$ cat src/core/nsl_pkg.sv
// Package of constants and types for the node number and status LED block
package nsl_pkg;
  localparam int NSL_CLK_HZ = 25000000;
  localparam logic [7:0] NSL_OFS_CTRL = 8'h00;
  localparam logic [7:0] NSL_OFS_NODE = 8'h04;
  localparam logic [7:0] NSL_OFS_STAT = 8'h08;
  localparam logic [7:0] NSL_OFS_IRQ_STAT = 8'h0C;
  localparam logic [7:0] NSL_OFS_IRQ_MASK = 8'h10;
  localparam int NSL_CTRL_BOOT = 0;
  localparam int NSL_CTRL_EEERR = 1;
  localparam int NSL_CTRL_MASTER = 2;
  localparam int NSL_CTRL_NETUP = 3;
  localparam int NSL_CTRL_CFG_PEND = 4;
  localparam int NSL_NODE_PROG = 8;
  localparam int NSL_IRQ_SWITCH = 0;
  localparam int NSL_IRQ_LOADER = 1;
  localparam int NSL_IRQ_BITS = 2;
  localparam logic [31:0] NSL_RST_CTRL = 32'h0000_0000;
  localparam logic [31:0] NSL_RST_MASK = 32'h0000_0000;
  localparam int NSL_T100_MS = 100;
  localparam int NSL_T200_MS = 200;
  localparam int NSL_T330_MS = 330;
  localparam int NSL_T500_MS = 500;
  typedef enum {NSL_OFF, NSL_GREEN, NSL_RED} nsl_led_t;
  typedef enum {NSL_PAT_STEADY, NSL_PAT_EEERR, NSL_PAT_BOOT, NSL_PAT_DEFAULT, NSL_PAT_MASTER} nsl_pat_t;
endpackage : nsl_pkg

$ cat src/core/nsl_led_if.sv
// Interface carrying the pattern request from the top to the blinker
interface nsl_led_if;
  import nsl_pkg::*;
  nsl_pat_t pat;
  logic in_reset;
  nsl_led_t colour;
  modport ctl (output pat, output in_reset, input colour);
  modport blk (input pat, input in_reset, output colour);
endinterface : nsl_led_if

$ cat src/core/nsl_top.sv
// Node number and status LED block with AHB-Lite register slave
module nsl_top #(
  parameter int CLK_HZ = nsl_pkg::NSL_CLK_HZ
) (
  input wire logic hclk, // System clock
  input wire logic hresetn, // Async reset, low
  input wire logic hsel, // Slave select
  input wire logic [31:0] haddr, // Byte address
  input wire logic [1:0] htrans, // Transfer type
  input wire logic hwrite, // Write strobe
  input wire logic [2:0] hsize, // Transfer size
  input wire logic hready, // Bus ready in
  input wire logic [31:0] hwdata, // Write data
  output logic [31:0] hrdata, // Read data
  output logic hreadyout, // Slave ready
  output logic hresp, // Always OKAY
  input wire logic [3:0] node_number_switch, // Coding switch pins
  input wire logic loader_enable_plug, // Plug contact, high when closed
  output logic [7:0] node_number, // Active node number
  output logic default_params, // Running on default parameters
  output logic loader_enable, // Bootstrap loader unlocked
  output logic led_green, // LED green drive
  output logic led_red, // LED red drive
  output logic irq // Level interrupt
);
  import nsl_pkg::*;

  // Pin synchronisers
  logic [3:0] sw_s1_ff;
  logic [3:0] sw_s2_ff;
  logic plug_s1_ff;
  logic plug_s2_ff;
  always_ff @(posedge hclk or negedge hresetn) begin
    if (!hresetn) begin
      sw_s1_ff <= 4'h0;
      sw_s2_ff <= 4'h0;
      plug_s1_ff <= 1'b0;
      plug_s2_ff <= 1'b0;
    end else begin
      sw_s1_ff <= node_number_switch;
      sw_s2_ff <= sw_s1_ff;
      plug_s1_ff <= loader_enable_plug;
      plug_s2_ff <= plug_s1_ff;
    end
  end

  // Reset-time capture: switch is sampled once the synchroniser has filled
  logic [1:0] boot_cnt_ff;
  logic in_reset_ff;
  logic default_ff;
  always_ff @(posedge hclk or negedge hresetn) begin
    if (!hresetn) begin
      boot_cnt_ff <= 2'h0;
      in_reset_ff <= 1'b1;
      default_ff <= 1'b0;
    end else if (in_reset_ff) begin
      boot_cnt_ff <= 2'(boot_cnt_ff + 2'h1);
      if (boot_cnt_ff == 2'h2) begin
        in_reset_ff <= 1'b0;
        default_ff <= (sw_s2_ff == 4'h0);
      end
    end
  end

  // AHB-Lite address phase capture
  logic wr_pend_ff;
  logic rd_pend_ff;
  logic [7:0] addr_ff;
  logic take;
  assign take = hsel && hready && htrans[1];
  always_ff @(posedge hclk or negedge hresetn) begin
    if (!hresetn) begin
      wr_pend_ff <= 1'b0;
      rd_pend_ff <= 1'b0;
      addr_ff <= 8'h00;
    end else begin
      wr_pend_ff <= take && hwrite;
      rd_pend_ff <= take && !hwrite;
      if (take) begin
        addr_ff <= haddr[7:0];
      end
    end
  end

  function automatic logic hit(input logic pend, input logic [7:0] a, input logic [7:0] ofs);
    hit = pend && (a == ofs);
  endfunction : hit

  // Control register: firmware state flags
  logic [4:0] ctrl_ff;
  logic cfg_live_ff;
  always_ff @(posedge hclk or negedge hresetn) begin
    if (!hresetn) begin
      ctrl_ff <= NSL_RST_CTRL[4:0];
    end else if (hit(wr_pend_ff, addr_ff, NSL_OFS_CTRL)) begin
      ctrl_ff <= hwdata[4:0];
    end
  end

  // Live configuration flag stays 0; the end of reset clears it and never loads the pending bit
  always_ff @(posedge hclk or negedge hresetn) begin
    if (!hresetn) begin
      cfg_live_ff <= 1'b0;
    end else if (in_reset_ff && boot_cnt_ff == 2'h2) begin
      cfg_live_ff <= 1'b0;
    end
  end

  // Programmed node number; bit 8 says it overrides the switch
  logic [7:0] prog_node_ff;
  logic prog_valid_ff;
  always_ff @(posedge hclk or negedge hresetn) begin
    if (!hresetn) begin
      prog_node_ff <= 8'h00;
      prog_valid_ff <= 1'b0;
    end else if (hit(wr_pend_ff, addr_ff, NSL_OFS_NODE)) begin
      prog_node_ff <= hwdata[7:0];
      prog_valid_ff <= hwdata[NSL_NODE_PROG];
    end
  end

  logic [7:0] sw_node;
  assign sw_node = {4'h0, sw_s2_ff};
  logic [7:0] node_ff;
  always_ff @(posedge hclk or negedge hresetn) begin
    if (!hresetn) begin
      node_ff <= 8'h00;
    end else if (prog_valid_ff) begin
      node_ff <= prog_node_ff;
    end else begin
      node_ff <= sw_node;
    end
  end
  assign node_number = node_ff;

  // Loader lock follows the plug contact
  logic loader_ff;
  always_ff @(posedge hclk or negedge hresetn) begin
    if (!hresetn) begin
      loader_ff <= 1'b0;
    end else begin
      loader_ff <= plug_s2_ff && !in_reset_ff;
    end
  end
  assign loader_enable = loader_ff;
  assign default_params = default_ff;

  // Interrupt events: switch change and plug change
  logic [3:0] sw_prev_ff;
  logic plug_prev_ff;
  logic [NSL_IRQ_BITS-1:0] ev;
  logic [NSL_IRQ_BITS-1:0] irq_stat_ff;
  logic [NSL_IRQ_BITS-1:0] irq_mask_ff;
  always_ff @(posedge hclk or negedge hresetn) begin
    if (!hresetn) begin
      sw_prev_ff <= 4'h0;
      plug_prev_ff <= 1'b0;
    end else begin
      sw_prev_ff <= sw_s2_ff;
      plug_prev_ff <= plug_s2_ff;
    end
  end
  always_comb begin
    ev = '0;
    ev[NSL_IRQ_SWITCH] = !in_reset_ff && (sw_prev_ff != sw_s2_ff);
    ev[NSL_IRQ_LOADER] = !in_reset_ff && (plug_prev_ff != plug_s2_ff);
  end

  // Write-one-to-clear bits as they stand in the data phase
  logic [NSL_IRQ_BITS-1:0] clr_bits;
  assign clr_bits = hwdata[NSL_IRQ_BITS-1:0];

  // Set wins over a write-one clear in the same cycle
  always_ff @(posedge hclk or negedge hresetn) begin
    if (!hresetn) begin
      irq_stat_ff <= '0;
    end else if (hit(wr_pend_ff, addr_ff, NSL_OFS_IRQ_STAT)) begin
      irq_stat_ff <= (irq_stat_ff & ~clr_bits) | ev;
    end else begin
      irq_stat_ff <= irq_stat_ff | ev;
    end
  end
  always_ff @(posedge hclk or negedge hresetn) begin
    if (!hresetn) begin
      irq_mask_ff <= NSL_RST_MASK[NSL_IRQ_BITS-1:0];
    end else if (hit(wr_pend_ff, addr_ff, NSL_OFS_IRQ_MASK)) begin
      irq_mask_ff <= hwdata[NSL_IRQ_BITS-1:0];
    end
  end
  assign irq = |(irq_stat_ff & irq_mask_ff);

  // Register word seen by a read of byte offset a
  function automatic logic [31:0] rd_word(input logic [7:0] a);
    rd_word = 32'h0000_0000;
    case (a)
      NSL_OFS_CTRL: rd_word = {27'h0, ctrl_ff};
      NSL_OFS_NODE: rd_word = {23'h0, prog_valid_ff, prog_node_ff};
      NSL_OFS_STAT: rd_word = {16'h0, 1'b0, cfg_live_ff, sw_s2_ff, loader_ff, default_ff, node_ff};
      NSL_OFS_IRQ_STAT: rd_word = {30'h0, irq_stat_ff};
      NSL_OFS_IRQ_MASK: rd_word = {30'h0, irq_mask_ff};
      default: rd_word = 32'h0000_0000;
    endcase
  endfunction : rd_word

  // A read taken while a write is still in its data phase would return the old word;
  // one wait state lets the write land, then the word is fetched again
  logic rd_late_ff;
  always_ff @(posedge hclk or negedge hresetn) begin
    if (!hresetn) begin
      rd_late_ff <= 1'b0;
    end else begin
      rd_late_ff <= take && !hwrite && wr_pend_ff;
    end
  end

  // Read data driven from a register during the data phase
  logic [31:0] rdata_ff;
  logic [31:0] nxt_rdata;
  always_comb begin
    nxt_rdata = rd_late_ff ? rd_word(addr_ff) : rd_word(haddr[7:0]);
  end
  always_ff @(posedge hclk or negedge hresetn) begin
    if (!hresetn) begin
      rdata_ff <= 32'h0000_0000;
    end else if ((take && !hwrite) || rd_late_ff) begin
      rdata_ff <= nxt_rdata;
    end
  end
  assign hrdata = rdata_ff;
  assign hreadyout = !rd_late_ff;
  assign hresp = 1'b0;

  // Pattern selection; error outranks default, bootstrap outranks both
  nsl_led_if led_bus();
  always_comb begin
    if (plug_s2_ff && ctrl_ff[NSL_CTRL_BOOT]) begin
      led_bus.pat = NSL_PAT_BOOT;
    end else if (ctrl_ff[NSL_CTRL_EEERR]) begin
      led_bus.pat = NSL_PAT_EEERR;
    end else if (default_ff) begin
      led_bus.pat = NSL_PAT_DEFAULT;
    end else if (ctrl_ff[NSL_CTRL_MASTER] && !ctrl_ff[NSL_CTRL_NETUP]) begin
      led_bus.pat = NSL_PAT_MASTER;
    end else begin
      led_bus.pat = NSL_PAT_STEADY;
    end
  end
  assign led_bus.in_reset = in_reset_ff;

  nsl_blinker #(.CLK_HZ(CLK_HZ)) u_blink (
    .hclk(hclk),
    .hresetn(hresetn),
    .led(led_bus)
  );
  assign led_green = (led_bus.colour == NSL_GREEN);
  assign led_red = (led_bus.colour == NSL_RED);

  a_led_dark_reset: assert property (@(posedge hclk) disable iff (!hresetn)
    in_reset_ff |=> !led_green && !led_red) else $error("LED lit during reset");
  a_node_upper_zero: assert property (@(posedge hclk) disable iff (!hresetn)
    !prog_valid_ff |=> node_number[7:4] == 4'h0) else $error("Upper node bits not zero");
  a_node_prog_use: assert property (@(posedge hclk) disable iff (!hresetn)
    prog_valid_ff && $stable(prog_node_ff) |=> node_number == $past(prog_node_ff)) else $error("Prog node unused");
  a_node_switch: assert property (@(posedge hclk) disable iff (!hresetn)
    !prog_valid_ff |=> node_number == {4'h0, $past(sw_s2_ff)}) else $error("Switch node unused");
  a_loader_plug: assert property (@(posedge hclk) disable iff (!hresetn)
    !plug_s2_ff |=> !loader_enable) else $error("Loader open without plug");
  a_default_stable: assert property (@(posedge hclk) disable iff (!hresetn)
    !in_reset_ff |=> $stable(default_params)) else $error("Default mode changed");
  a_steady_green: assert property (@(posedge hclk) disable iff (!hresetn)
    led_bus.pat == NSL_PAT_STEADY && !in_reset_ff ##1 led_bus.pat == NSL_PAT_STEADY |-> led_green)
    else $error("Not steady green");
  a_err_priority: assert property (@(posedge hclk) disable iff (!hresetn)
    ctrl_ff[NSL_CTRL_EEERR] && !(plug_s2_ff && ctrl_ff[NSL_CTRL_BOOT]) |-> led_bus.pat == NSL_PAT_EEERR)
    else $error("Error pattern not chosen");
  a_cfg_latched: assert property (@(posedge hclk) disable iff (!hresetn)
    !in_reset_ff |=> $stable(cfg_live_ff)) else $error("Config applied without reset");
  a_irq_sticky: assert property (@(posedge hclk) disable iff (!hresetn)
    (|ev) |=> (irq_stat_ff & $past(ev)) == $past(ev))
    else $error("Event lost");
  a_irq_clear: assert property (@(posedge hclk) disable iff (!hresetn)
    hit(wr_pend_ff, addr_ff, NSL_OFS_IRQ_STAT) && ev == '0 |=> (irq_stat_ff & $past(clr_bits)) == '0)
    else $error("Status bit not cleared");
  a_read_answer: assert property (@(posedge hclk) disable iff (!hresetn)
    rd_pend_ff |-> ##[0:1] hreadyout)
    else $error("Read data phase not ended");
  a_prog_immediate: assert property (@(posedge hclk) disable iff (!hresetn)
    hit(wr_pend_ff, addr_ff, NSL_OFS_NODE) && hwdata[NSL_NODE_PROG] |=> ##1 node_number == $past(prog_node_ff))
    else $error("Programmed node not applied");
  a_default_capture: assert property (@(posedge hclk) disable iff (!hresetn)
    in_reset_ff && boot_cnt_ff == 2'h2 |=> default_params == ($past(sw_s2_ff) == 4'h0))
    else $error("Default mode not captured");
  a_loader_follow: assert property (@(posedge hclk) disable iff (!hresetn)
    plug_s2_ff && !in_reset_ff |=> loader_enable)
    else $error("Loader locked with plug closed");
  a_boot_plug: assert property (@(posedge hclk) disable iff (!hresetn)
    led_bus.pat == NSL_PAT_BOOT |-> plug_s2_ff)
    else $error("Bootstrap shown without plug");
endmodule : nsl_top

$ cat src/core/nsl_blinker.sv
// Blink pattern generator for the two-colour status LED
module nsl_blinker #(
  parameter int CLK_HZ = nsl_pkg::NSL_CLK_HZ
) (
  input wire logic hclk, // System clock
  input wire logic hresetn, // Async reset, low
  nsl_led_if.blk led // Pattern in, colour out
);
  import nsl_pkg::*;
  localparam int CYC_MS = CLK_HZ / 1000;
  localparam logic [31:0] C100 = 32'(NSL_T100_MS * CYC_MS);
  localparam logic [31:0] C200 = 32'(NSL_T200_MS * CYC_MS);
  localparam logic [31:0] C330 = 32'(NSL_T330_MS * CYC_MS);
  localparam logic [31:0] C500 = 32'(NSL_T500_MS * CYC_MS);

  logic [31:0] cnt_ff;
  logic [1:0] phase_ff;
  nsl_pat_t pat_ff;
  nsl_led_t colour_ff;
  logic [31:0] len;
  logic [1:0] nphase;

  // Length of current phase and number of phases per pattern
  always_comb begin
    len = C100;
    nphase = 2'h2;
    case (led.pat)
      NSL_PAT_EEERR: len = C100;
      NSL_PAT_BOOT: len = C200;
      NSL_PAT_DEFAULT: len = (phase_ff == 2'h0) ? C500 : C100;
      NSL_PAT_MASTER: begin
        len = C330;
        nphase = 2'h3;
      end
      default: len = C100;
    endcase
  end

  // Pattern change restarts the sequence at its green phase
  always_ff @(posedge hclk or negedge hresetn) begin
    if (!hresetn) begin
      cnt_ff <= 32'h0000_0000;
      phase_ff <= 2'h0;
      pat_ff <= NSL_PAT_STEADY;
    end else begin
      pat_ff <= led.pat;
      if (led.pat != pat_ff || led.in_reset) begin
        cnt_ff <= 32'h0000_0000;
        phase_ff <= 2'h0;
      end else if (cnt_ff + 32'h0000_0001 >= len) begin
        cnt_ff <= 32'h0000_0000;
        phase_ff <= (phase_ff + 2'h1 >= nphase) ? 2'h0 : 2'(phase_ff + 2'h1);
      end else begin
        cnt_ff <= cnt_ff + 32'h0000_0001;
      end
    end
  end

  always_ff @(posedge hclk or negedge hresetn) begin
    if (!hresetn) begin
      colour_ff <= NSL_OFF;
    end else if (led.in_reset) begin
      colour_ff <= NSL_OFF;
    end else if (led.pat == NSL_PAT_STEADY) begin
      colour_ff <= NSL_GREEN;
    end else begin
      case (phase_ff)
        2'h0: colour_ff <= NSL_GREEN;
        2'h1: colour_ff <= NSL_RED;
        default: colour_ff <= NSL_OFF;
      endcase
    end
  end
  assign led.colour = colour_ff;
endmodule : nsl_blinker

$ cat config.mk
export PLATFORM = sky130hd
export DESIGN_NAME = nsl_top
export DESIGN_NICKNAME = d
export VERILOG_FILES = /design/src/core/nsl_pkg.sv /design/src/core/nsl_led_if.sv /design/src/core/nsl_top.sv /design/src/core/nsl_blinker.sv
export SDC_FILE = /design/constraint.sdc
export NUM_CORES = 1
export LEC_CHECK = 0
export ABC_AREA = 1
export BUFFER_PORTS_ARGS = -buffer_cell sky130_fd_sc_hd__buf_2
export CAP_MARGIN = 20
export CORE_MARGIN = 2
export CORE_UTILIZATION = 40
export CTS_CLUSTER_SIZE = 28
export DETAILED_ROUTE_END_ITERATION = 10
export SLEW_MARGIN = 0
export SYNTH_ARGS = -nofsm -noshare
export SYNTH_HDL_FRONTEND = slang
export SYNTH_SLANG_ARGS = --single-unit
$ cat constraint.sdc
create_clock -name hclk -period 3.1 [get_ports hclk]
set_clock_uncertainty 0.1 [all_clocks]
set_input_delay 0.31 -clock hclk [delete_from_list [all_inputs] [get_ports hclk]]
set_output_delay 0.31 -clock hclk [all_outputs]
set_load 0.02 [all_outputs]
; Word level (Yosys, flattened, before mapping)
; Cells that the tools add are included.
[totals]
register_bits = 157
in_bits = 79
output_inout_bits = 47
[classes]
addsub = 3
magnitude_cmp = 2
n_eq_ne = 18
mux = 22
bitwise = 5
reduce_logical = 28
[ops]
columns = op, n
row1 = $mux 32, 5
row2 = $pmux 14 s5, 2
row3 = $pmux 32 s3, 1
row4 = $add 32x1->32 const B, 1
row5 = $eq 32x2->1 const B, 1
row6 = $eq 32x3->1 const B, 1
row7 = $eq 8x4->1 const B, 4
row8 = $ge 32x32->1, 1
row9 = $logic_not 32->1, 1
row10 = $mux 24, 1
row11 = $eq 8x3->1 const B, 2
row12 = $eq 8x5->1 const B, 2
row13 = $logic_not 8->1, 2
row14 = $logic_and 1x1->1, 14
row15 = $mux 3, 4
row16 = $mux 2, 4
row17 = $mux 8, 1
row18 = $eq 3x2->1 const B, 2
row19 = $add 2x1->2 const B, 2
row20 = $and 2x2->2, 2
row21 = $logic_not 1->1, 4
row22 = $logic_not 4->1, 1
row23 = $ne 4x4->1, 1
row24 = $or 2x2->2, 2
row25 = 14 further kinds, 17

; Longest topological paths before layout
[logic_depth]
word_depth = 12
depth_mapped = 24
ltp_nobuf = 24

; Cells and area by module
; Synthesis repeated with hierarchy kept, for this count alone.
[unflattened]
cells_unflattened = 1007
hier_area_um2 = 8044.0
[by_module_without_submodules]
columns = module, instances, cells_each, area_each_um2, seq_area_each_um2
row1 = nsl_blinker, 1, 584, 4519.3, 1701.6
row2 = nsl_top, 1, 423, 3524.6, 1752.9

; Worst setup path after synthesis
; No wires, ideal clock.
[synth_timing]
path_type = register -> register
from = register u_blink.cnt_ff[3]
to = register u_blink.cnt_ff[5]
t_arrival_ps = 2674
slack_ps = 257
path_stages_with_launch = 18
n_path_buf = 1
period_less_slack_ps = 2843
cell_sequence = dfrtp_1 nand2_2 nor2_2 nand2_2 nor4_1 nand2_1 xor2_1 inv_1 ha_1 a21oi_1 o21a_1 nand3_1 nor2_2 nand2_2 nor2_4 nand2_4 buf_12 nor2_4
[synth_between]
elab_chain_cells = 4
[synth_rtl]
columns = element, line_no
row1 = from (decl), nsl_blinker.sv:16  ; logic [31:0] cnt_ff;
row2 = from (signal assigned), nsl_blinker.sv:54  ; cnt_ff <= cnt_ff + 32'h0000_0001;
row3 = $add 32x1->32 *, "nsl_blinker.sv:50, nsl_blinker.sv:54"
row4 = $ge 32x32->1, nsl_blinker.sv:50  ; end else if (cnt_ff + 32'h0000_0001 >= len) begin
row5 = $mux 32 *, nsl_blinker.sv:50
row6 = $mux 32 *, nsl_blinker.sv:47  ; if (led.pat != pat_ff || led.in_reset) begin
; Mark *: on every way between the ends. The rest lies on a longest branch, timed or not.
; A chain may end at the register's enable or synchronous reset.

; Worst setup path in the final report
[layout_timing]
from = register u_blink.cnt_ff[1]
to = register u_blink.cnt_ff[4]
; The elaborated chain is that of the path after synthesis.

==> flow_metrics.env <==
export IMPL_outcome="complete, no violations"
export IMPL_cap_violations=0
export IMPL_r2r_end="u_blink.cnt_ff[4]"
export IMPL_hold_path_class="primary input to register"
export IMPL_ir_drop_mv=0.367
export IMPL_clk_pin_slew_ns=0.08
export IMPL_core_sq_um=15100
export IMPL_worst_slew_pin_slew_ns=0.708
export IMPL_cts_buffer_depth=2
export IMPL_cts_root_buf="clkbuf_16"
export IMPL_crit_type="register to register"
export IMPL_crit_reg2reg_launch="u_blink.cnt_ff[1]"
export IMPL_clock_fmax_mhz=328
export IMPL_drt_iter0_markers=295
export IMPL_routed_wl_mm=14.8
export IMPL_grt_total_usage_pct=18.8
export IMPL_area_growth_pct=26.9
export IMPL_slew_headroom_pct=52.4
export IMPL_dp_hpwl_mm=10.9
export IMPL_drc=0
export IMPL_worstHoldEndpoint="wr_pend_ff"
export IMPL_async_reset_ff_share_pct=100
export IMPL_clock_sinks=109
export IMPL_p_total_mw=3.49
export IMPL_nets=1020
export IMPL_drive_gt1_share_pct=25.4
export IMPL_setup_violations=0
export IMPL_antenna_found_initial=0
export IMPL_dp_cells=1073
export IMPL_start_util_pct=40.7
export IMPL_die_h_um=128
export IMPL_min_from="hwrite"
export IMPL_cp_max_fo=7
export IMPL_rsz0062_at_grt="true"
export IMPL_cp_arrival_ns=3.25
export IMPL_grt_max_degree=63
export IMPL_cts_buffers=9
export IMPL_first_pass_iters=5
export IMPL_ys_seq_area_share_pct=44.3
export IMPL_grt_ovfl_total=0
export IMPL_cp_required_ns=3.30
export IMPL_place_area_sq_um=7030
export IMPL_clock_latency_ns=0.36
export IMPL_vias_per_cell=4.69
export IMPL_yosys_warnings=0
export IMPL_grt_pass1_vias=4999
export IMPL_leakagePower_nw=3.99
export IMPL_htreeDepth=3
export IMPL_drtAntennaViolNets=0
export IMPL_wl_per_cell_um=13.3
export IMPL_startpoint="u_blink.cnt_ff[1]"
export IMPL_synth_ff_type="dfrtp_1"
export IMPL_synth_cells=773
export IMPL_postLayoutCellArea_sq_um=7820
export IMPL_chipWidth_um=128
export IMPL_ys_ff_latch=109
export IMPL_port_buffers=55
export IMPL_synth_edf_count=0
export IMPL_holdPathStages=3
export IMPL_slew_violations=0
export IMPL_instances_no_fill=1108
export IMPL_startpoint_type="register"
export IMPL_cts_tree="yes"
export IMPL_rr_worst_depth=18
export IMPL_endpoint_kind="register"
export IMPL_min_period_ns=3.05
export IMPL_r2r_slack_ns=0.05
export IMPL_gp_congestion=0.890
export IMPL_ys_types=36
export IMPL_pin_count=126
export IMPL_vias=5196
export IMPL_avgSynthCellArea_sq_um=7.97
export IMPL_n_antenna_cell=0
export IMPL_hold_violations=0
export IMPL_timing_final_crit_share_pct=98.5
export IMPL_syn_area_sq_um=6160
export IMPL_p_per_area_nw_per_um2=446
export IMPL_die_area_sq_um=16400
export IMPL_row_count=45
export IMPL_grt_pass1_wl_mm=24.1
## repair_timing
action / in CTS / in global routing
hold endpoints to repair: 52 / 0
setup buffers: 1 / 11
gates cloned: 0 / 3
hold buffers: 6 / 0
pin swaps: 2 / 13
setup endpoints to repair: 24 / 26
resized for setup: 9 / 47
## sequential cells by signal, summed over array words and instances (netlist names), 2 cells and up
name                count
prog_node_ff            8
u_blink.pat_ff          3
ctrl_ff                 5
u_blink.led.colour      2
u_blink.cnt_ff         32
hrdata                 14
sw_s2_ff                4
sw_prev_ff              4
addr_ff                 8
sw_s1_ff                4
u_blink.phase_ff        2
boot_cnt_ff             2
node_number             8
irq_stat_ff             2
irq_mask_ff             2
## final cells by class
type / count / area (sq um)
clock inverter: 6 / 78.8
clock buffer: 9 / 225
tap: 188 / 235
fill: 1447 / 7330
sequential: 109 / 2730
inverter: 120 / 450
timing repair buffer: 133 / 950
multi-input combinational: 543 / 3150
## layer usage
layer | global-route usage (%) | vias to the layer above | routed length (um)
met5 | 0 | - | 0
li1 | - | 2658 | -
met3 | 4.26 | 10 | 588
met2 | 30.9 | 99 | 7170
met4 | 4.72 | 0 | 187
met1 | 25.3 | 2429 | 6830
## synthesized netlist by cell type, types with 11 or more instances
cell type / count / area share, %
a21oi_1: 18 / 1.5
ha_1: 25 / 5.1
o21ai_0: 48 / 3.9
nand4_1: 11 / 1.1
nand2_1: 195 / 12
xor2_1: 18 / 2.6
nor2_4: 17 / 3.1
buf_4: 19 / 2.3
nor2_2: 15 / 1.5
nor2_1: 79 / 4.8
dfrtp_1: 108 / 44
inv_1: 119 / 7.2
nand3_1: 25 / 2.0
## logic make-up (layout without fill, tap and decap cells)
logic type,count (synthesis),in the layout,synth area share [%]
AO/OA/AOI/OAI,94,94,8.71
flip-flops,109,109,44.3
other,1,27,0.0609
buffers and inverters,147,268,10.6
AND/OR/NAND/NOR,372,372,27.7
adder cells (fa/ha/maj),25,25,5.08
XOR/XNOR,25,25,3.55
## how the worst max path moves through the flow
| stage | endpoint | slack, ns | depth (start not counted) |
|---|---|---|---|
| after floorplan | u_blink.cnt_ff[5] | 0.26 | 17 |
| after global placement | u_blink.cnt_ff[2] | -0.06 | 18 |
| after detailed placement | u_blink.cnt_ff[1] | -0.08 | 18 |
| after CTS | u_blink.cnt_ff[1] | 0.04 | 16 |
| after global routing | u_blink.cnt_ff[4] | -0.15 | 18 |
| final | u_blink.cnt_ff[4] | 0.05 | 18 |
## stage by stage
| step | hold WS [ns] | utilization (%) | setup slack [ns] | TNS [ns] |
|---|---|---|---|---|
| 2_1_floorplan | -0.0856 | - | 0.257 | 0 |
| 3_3_place_gp | 0.232 | 46.4 | -0.0623 | -1.09 |
| 3_5_place_dp | 0.235 | 46.4 | -0.0760 | -1.21 |
| 4_1_cts | 0.0707 | 49.2 | 0.0358 | 0 |
| 5_1_grt | 0.0941 | 51.6 | -0.152 | -2.97 |
| 6_report | 0.0751 | 51.6 | 0.0474 | 0 |
## critical path, cell delays in order, from the launching register on
cell	delay, ns
dfrtp_1	0.38
buf_4	0.12
nand3_2	0.09
inv_2	0.07
buf_4	0.09
nand4_1	0.11
or2_4	0.30
xor2_4	0.16
inv_1	0.09
ha_4	0.24
a21oi_2	0.13
o21a_1	0.14
nand3_2	0.13
nor2_2	0.14
nand2_2	0.07
nor2_4	0.18
nand2_4	0.14
clkbuf_16	0.20
nor2_4	0.09
## report_power, final
part | switching (mW) | leakage, nW | total [mW] | internal, mW
clock network | 0.560 | 0.150 | 1.20 | 0.640
logic | 0.412 | 2.50 | 0.630 | 0.218
registers | 0.103 | 1.34 | 1.66 | 1.56
## cells in the final DEF (no fill, tap or decap), drive strengths merged, types with 4 or more instances in the layout
| cell type | instances |
|---|---|
| nand2 | 206 |
| buf | 125 |
| inv | 123 |
| nor2 | 111 |
| dfrtp | 108 |
| o21ai | 49 |
| conb | 27 |
| nand3 | 27 |
| ha | 25 |
| a21oi | 18 |
| xor2 | 18 |
| nand4 | 11 |
| clkbuf | 11 |
| o22ai | 10 |
| xnor2 | 7 |
| nor3 | 6 |
| dlygate4sd3 | 6 |
| o221ai | 5 |
| a21o | 4 |
| nor4 | 4 |
Power figures use the tool's default switching activity.
